### src/logic/jxs_pkg.sv
// Purpose: Shared constants and types for the jump, increment, OR and shift execute unit
// Assumes: One core clock; the file register port answers within the issue cycle
// Notes: Function list below is kept with the constants
//
// Function
// - The long jump loads its 11-bit operand into program counter bits 10 to 0.
// - The long jump fills program counter bits 14 to 11 from latch bits 6 to 3.
// - The long jump takes two cycles and leaves every flag as it was.
// - A 7-bit file address is used; destination 0 writes the accumulator, 1 the file.
// - Both increments add one to the file value and deliver it to the destination.
// - Increment-and-skip squashes the next instruction on a zero result, no flags.
// - OR with literal ORs the accumulator with 8 bits, writes it back, sets zero.
// - OR with file ORs accumulator and file into the destination, sets zero.
// - The left shift moves file bit 7 into the carry flag.
// - The left shift puts bits 6 to 0 into 7 to 1, a zero into bit 0, sets C and Z.

package jxs_pkg;

  // Widths
  localparam int PC_W = 15;
  localparam int JUMP_K_W = 11;
  localparam int LATCH_W = 7;
  localparam int FADDR_W = 7;
  localparam int DATA_W = 8;

  // Latch field feeding the upper program counter bits
  localparam int LATCH_HI = 6;
  localparam int LATCH_LO = 3;

  // Shift field positions
  localparam int SHIFT_OUT_BIT = 7;

  // Cycle counts
  localparam int JUMP_CYCLES = 2;
  localparam int SKIP_CYCLES = 2;
  localparam int PLAIN_CYCLES = 1;

  // Reset values
  localparam logic [DATA_W-1:0] ACC_RST = 8'h00;
  localparam logic [PC_W-1:0] PC_RST = 15'h0000;
  localparam logic FLAG_RST = 1'b0;

  // Destination select encoding
  localparam logic DEST_ACC = 1'b0;
  localparam logic DEST_FILE = 1'b1;

  // Operations handled here
  typedef enum logic [2:0] {
    OP_NONE = 3'h0,
    OP_LONG_JUMP = 3'h1,
    OP_INCR_SKIP_IF_ZERO = 3'h2,
    OP_INCR_FILE = 3'h3,
    OP_OR_LITERAL_INTO_ACC = 3'h4,
    OP_OR_ACC_WITH_FILE = 3'h5,
    OP_SHIFT_LEFT_FILE = 3'h6
  } jxs_op_t;

  // Sequencer states, Gray coded
  typedef enum logic {
    ST_RUN = 1'b0,
    ST_BUBBLE = 1'b1
  } jxs_state_t;

  // Decoded instruction
  typedef struct packed {
    jxs_op_t op;
    logic [JUMP_K_W-1:0] k_jump;
    logic [DATA_W-1:0] k_lit;
    logic [FADDR_W-1:0] faddr;
    logic dest;
  } jxs_instr_t;

  // File register write port
  typedef struct packed {
    logic en;
    logic [FADDR_W-1:0] addr;
    logic [DATA_W-1:0] data;
  } jxs_fwr_t;

endpackage

### src/logic/jxs_exec.sv
// Purpose: Execute long jump, increments, OR and left shift for an 8-bit core
// Assumes: file_rdata is the addressed file value, valid in the issue cycle
// Notes: Results, flags and the jump target appear one cycle after issue

`timescale 1ns/1ps

module jxs_exec (
  input wire logic mclk,
  input wire logic srst,
  input wire logic instr_valid,
  input wire jxs_pkg::jxs_instr_t instr,
  output logic instr_ready,
  input wire logic [jxs_pkg::DATA_W-1:0] file_rdata,
  input wire logic [jxs_pkg::LATCH_W-1:0] pc_high_latch,
  output jxs_pkg::jxs_fwr_t fwr,
  output logic [jxs_pkg::DATA_W-1:0] acc,
  output logic carry,
  output logic zero,
  output logic pc_load,
  output logic [jxs_pkg::PC_W-1:0] pc_value,
  output logic skip_taken
);
  import jxs_pkg::*;

  // ****************************************************************
  // Decode
  // ****************************************************************
  jxs_state_t state_r, state_nxt;
  logic [DATA_W-1:0] acc_r, acc_nxt, res_r, res_nxt;
  logic carry_r, carry_nxt, zero_r, zero_nxt;
  logic pc_load_r, skip_r;
  logic [PC_W-1:0] pc_r, pc_nxt;
  jxs_fwr_t fwr_r, fwr_nxt;

  wire fire = instr_valid && instr_ready;
  wire is_jump = instr.op == OP_LONG_JUMP;
  wire is_incsz = instr.op == OP_INCR_SKIP_IF_ZERO;
  wire is_inc = instr.op == OP_INCR_FILE;
  wire is_orl = instr.op == OP_OR_LITERAL_INTO_ACC;
  wire is_orf = instr.op == OP_OR_ACC_WITH_FILE;
  wire is_shl = instr.op == OP_SHIFT_LEFT_FILE;
  wire to_dest = is_incsz || is_inc || is_orf || is_shl;
  wire sets_zero = is_inc || is_orl || is_orf || is_shl;

  // Arithmetic and logic results
  wire [DATA_W-1:0] inc_val = file_rdata + 8'h01;
  wire [DATA_W-1:0] orl_val = acc_r | instr.k_lit;
  wire [DATA_W-1:0] orf_val = acc_r | file_rdata;
  wire [DATA_W-1:0] shl_val = {file_rdata[DATA_W-2:0], 1'b0};
  wire [DATA_W-1:0] result = (is_incsz || is_inc) ? inc_val :
                             is_orl ? orl_val :
                             is_orf ? orf_val :
                             is_shl ? shl_val : 8'h00;
  wire res_is_zero = result == 8'h00;
  wire skip_now = is_incsz && res_is_zero;
  wire [PC_W-1:0] jump_tgt = {pc_high_latch[LATCH_HI:LATCH_LO], instr.k_jump};

  // Handshake: no new instruction during the second cycle
  assign instr_ready = state_r == ST_RUN;

  // ****************************************************************
  // Next values
  // ****************************************************************
  // Accumulator takes OR literal or a destination-0 result
  assign acc_nxt = !fire ? acc_r :
                   is_orl ? result :
                   (to_dest && instr.dest == DEST_ACC) ? result : acc_r;
  // Carry only from the shift, zero only where affected
  assign carry_nxt = (fire && is_shl) ? file_rdata[SHIFT_OUT_BIT] : carry_r;
  assign zero_nxt = (fire && sets_zero) ? res_is_zero : zero_r;
  assign res_nxt = fire ? result : res_r;
  assign pc_nxt = (fire && is_jump) ? jump_tgt : pc_r;
  // File write when destination is 1, one driver for the whole struct
  assign fwr_nxt = '{en: fire && to_dest && instr.dest == DEST_FILE,
                     addr: instr.faddr,
                     data: result};

  // Sequencer: jump and taken skip insert one bubble cycle
  always_comb begin
    case (state_r)
      ST_RUN: begin
        if (fire && (is_jump || skip_now)) begin
          state_nxt = ST_BUBBLE;
        end else begin
          state_nxt = ST_RUN;
        end
      end
      ST_BUBBLE: state_nxt = ST_RUN;
      default: state_nxt = ST_RUN;
    endcase
  end

  // ****************************************************************
  // Registers
  // ****************************************************************
  // State and architectural registers
  always_ff @(posedge mclk) begin
    if (srst) begin
      state_r <= ST_RUN;
      acc_r <= ACC_RST;
      carry_r <= FLAG_RST;
      zero_r <= FLAG_RST;
      res_r <= ACC_RST;
      pc_r <= PC_RST;
    end else begin
      state_r <= state_nxt;
      acc_r <= acc_nxt;
      carry_r <= carry_nxt;
      zero_r <= zero_nxt;
      res_r <= res_nxt;
      pc_r <= pc_nxt;
    end
  end

  // One-cycle strobes and file write
  always_ff @(posedge mclk) begin
    if (srst) begin
      pc_load_r <= 1'b0;
      skip_r <= 1'b0;
      fwr_r <= '0;
    end else begin
      pc_load_r <= fire && is_jump;
      skip_r <= fire && skip_now;
      fwr_r <= fwr_nxt;
    end
  end

  assign acc = acc_r;
  assign carry = carry_r;
  assign zero = zero_r;
  assign pc_load = pc_load_r;
  assign pc_value = pc_r;
  assign skip_taken = skip_r;
  assign fwr = fwr_r;
endmodule

### config.mk
export PLATFORM = sky130hd
export DESIGN_NAME = jxs_exec
export DESIGN_NICKNAME = d
export VERILOG_FILES = /design/src/logic/jxs_pkg.sv /design/src/logic/jxs_exec.sv
export SDC_FILE = /design/constraint.sdc
export NUM_CORES = 1
export LEC_CHECK = 0
export BUFFER_PORTS_ARGS = -buffer_cell sky130_fd_sc_hd__buf_2
export CORE_ASPECT_RATIO = 1.2
export CORE_MARGIN = 2
export CORE_UTILIZATION = 50
export DETAILED_ROUTE_END_ITERATION = 6
export PLACE_DENSITY = 0.85
export RECOVER_POWER = 100
export SLEW_MARGIN = 20
export SYNTH_ARGS = -nofsm -noshare
export SYNTH_HDL_FRONTEND = slang
export SYNTH_SLANG_ARGS = --single-unit
### constraint.sdc
create_clock -name mclk -period 4.3 [get_ports mclk]
set_clock_uncertainty 0.1 [all_clocks]
set_input_delay 0.43 -clock mclk [delete_from_list [all_inputs] [get_ports mclk]]
set_output_delay 0.43 -clock mclk [all_outputs]
set_load 0.01 [all_outputs]
==> reports/metrics.cfg <==
[worst_setup_path]
crit_fanout = 24
slowest_delay_ps = 720
cp.required_ps = 4290
start_kind = primary input
critical_path.cell_chain = clkbuf_1 > nor2b_1 > nand2_1 > o311a_2 > and3_1 > nand4_1 > a21oi_1
crit_type = in2reg
crit_arrival_ps = 2690
cp-end-kind = flop
cp_slowest_cell = nor2b_1

[drt]
num_vias = 1868
via_per_inst = 5.132
drc = 0
drtIter0Drc = 58
final_antenna_net_count = 0
drtPass1Iterations = 4
routed_wl_um = 4379
routedWlPerCell_um = 12.03

[logic_synthesis]
yosysSeqAreaShare = 0.4386
synth_seq_cells = 44
synth_most_common_cell = dfxtp_1
synth_area_leaders = dfxtp_1 (44%), nand2_1 (6.7%), a21oi_1 (5.2%), nor2_1 (4.1%), a211oi_1 (3.4%)
synth.largest_area_cell = dfxtp_1
synth_cells = 229
yosys_warnings = 0
synth_ff_type = dfxtp_1
synth_edf_count = 0
async_flop_share = 0
syn_avg_cell_area_um2 = 8.769
synth_top_area_frac = 0.4386
netlist_top_cells_count = dfxtp_1 (44), nand2_1 (36), nor2_1 (22)
synth_nets = 278
synth_area_um2 = 2008
synth_cell_types = 46

[global_routing]
grt_use_total = 0.2011
first_global_vias = 1686
antenna_found_initial = 0
grt_overflow = 0
grt_first_pass_wirelength_um = 7003
grt_max_degree = 42

[clock_network]
clk_pin_slew_ps = 70
cts_tree = built
cts_made_buffers = 5
post-cts-setup-buffers = 0
htreeDepth = 2
insertion_delay_ps = 280
cts-root-buf = clkbuf_8
clockBufferDepth = 2
cts_resized = 0
ctsHoldBuffers = 0
cts_sinks = 44

[sta]
finalSetupViolCount = 0
fmax_ghz = 0.3699
fin_crit_ps = 2703
slew_headroom = -0.1037
drv_slew = 42
hold_ws_ps = 253.7
worst_pin_slew_ps = 1656
rsz0062_at_grt = false
fin_setup_tns_ps = 0
finalCritPeriodShare = 0.6287
hold_viol = 0

[finish]
area_growth_pct = 21.06
final_nets = 359
post-route-util = 0.6218
layout.cells.non_filler = 364
drive_gt1_frac = 0.1968
fillers = 383
diodes = 0

[floorplanning]
fp.dieH_um = 73.42
rows = 25
top_level_ports = 92
dieArea_um2 = 4541
die_width_um = 61.85
core-area_um2 = 3910
start_util = 0.5136

[power_and_ir_drop]
leakagePower_nw = 0.9414
powerDensity_nw_per_um2 = 329.8
total_power_mw = 0.8017
vdd_drop_max_v = 0.0001621

[min_path]
hold_path.class = in2reg

[outcome]
outcome = finished, violations left
violations = max-capacitance violations, max-slew violations

[run]
cap_viol_max_count = 1

[placed_design]
port_buffers = 88
dp_hpwl_um = 3212
gp_congestion = 0.7894
post-place-cells = 357

layer usage:
metal / global-route usage / vias up / part of all wire / wire (µm)
li1: - / 956 / - / -
met1: 0.2239 / 844 / 0.42 / 1856
met2: 0.3661 / 64 / 0.50 / 2187
met3: 0.05106 / 4 / 0.066 / 290
met4: 0.05674 / 0 / 0.010 / 45
met5: 0 / - / 0 / 0
placed cells by master, fill, tap and decap left out, drive strengths merged, types with 3 or more instances in the layout:
cell and count:
nor3b 4, xor2 3, nor2 22, nor2b 10, inv 9, nand3 7, a211oi 11, a21oi 21
dfxtp 44, a32oi 3, buf 42, nand2b 5, o21ai 5, nand4 3, nand2 36, nor4 7
clkbuf 52
final timing paths:
kind,from,end,slack [ps],cells after the start
setup / recovery,instr[28],zero,1600,7
setup reg to reg,state_r,acc[5],2450,5
hold reg to reg,pc_value[0],pc_value[0],350,2
hold / removal,instr[4],fwr[11],250,2
flip-flops by register name (all words and copies together) (netlist names):
name        flops
acc             8
carry           1
fwr            16
pc_load         1
pc_value       15
skip_taken      1
state_r         1
zero            1
power by group:
group	internal [mW]	switching (mW)	leakage, nW	total, mW
logic	0.0542	0.0793	0.540	0.134
clock network	0.110	0.123	0.0410	0.234
registers	0.425	0.00920	0.360	0.435
total	0.590	0.212	0.941	0.802
kinds of logic (layout without fill, tap and decap cells):
logic type / count (synthesis) / after routing / share of synthesized area
xor gates and xnor gates: 5 / 5 / 0.02181
AOI/OAI and AO/OA: 55 / 55 / 0.2050
muxes: 1 / 1 / 0.004985
buffers and inverters: 23 / 104 / 0.06541
and+or+nand+nor: 100 / 100 / 0.2579
DFF: 44 / 44 / 0.4386
adders and majority gates: 1 / 1 / 0.006230
area by class of cell:
class	count	area, µm²	area share
Multi-Input combinational cell	162	988.4	0.4066
Clock inverter	1	5.005	0.002059
Tap cell	54	67.56	0.02779
Sequential cell	44	880.8	0.3623
Inverter	9	33.78	0.01390
Timing Repair Buffer	88	382.9	0.1575
Clock buffer	6	72.57	0.02985
stage by stage:
step / setup slack, ps / area (µm²)
2_1_floorplan: 2478 / 2008
3_3_place_gp: 2030 / 2419
3_5_place_dp: 1975 / 2419
4_1_cts: 2271 / 2496
5_1_grt: 1388 / 2431
6_report: 1597 / 2431
worst max-delay path, delay by kind of cell:
| family | cells | cell delay [ps] |
|---|---|---|
| buf+inv | 1 | 680 |
| compound gates | 2 | 440 |
| simple gates | 4 | 1140 |
Power figures use the tool's default switching activity.
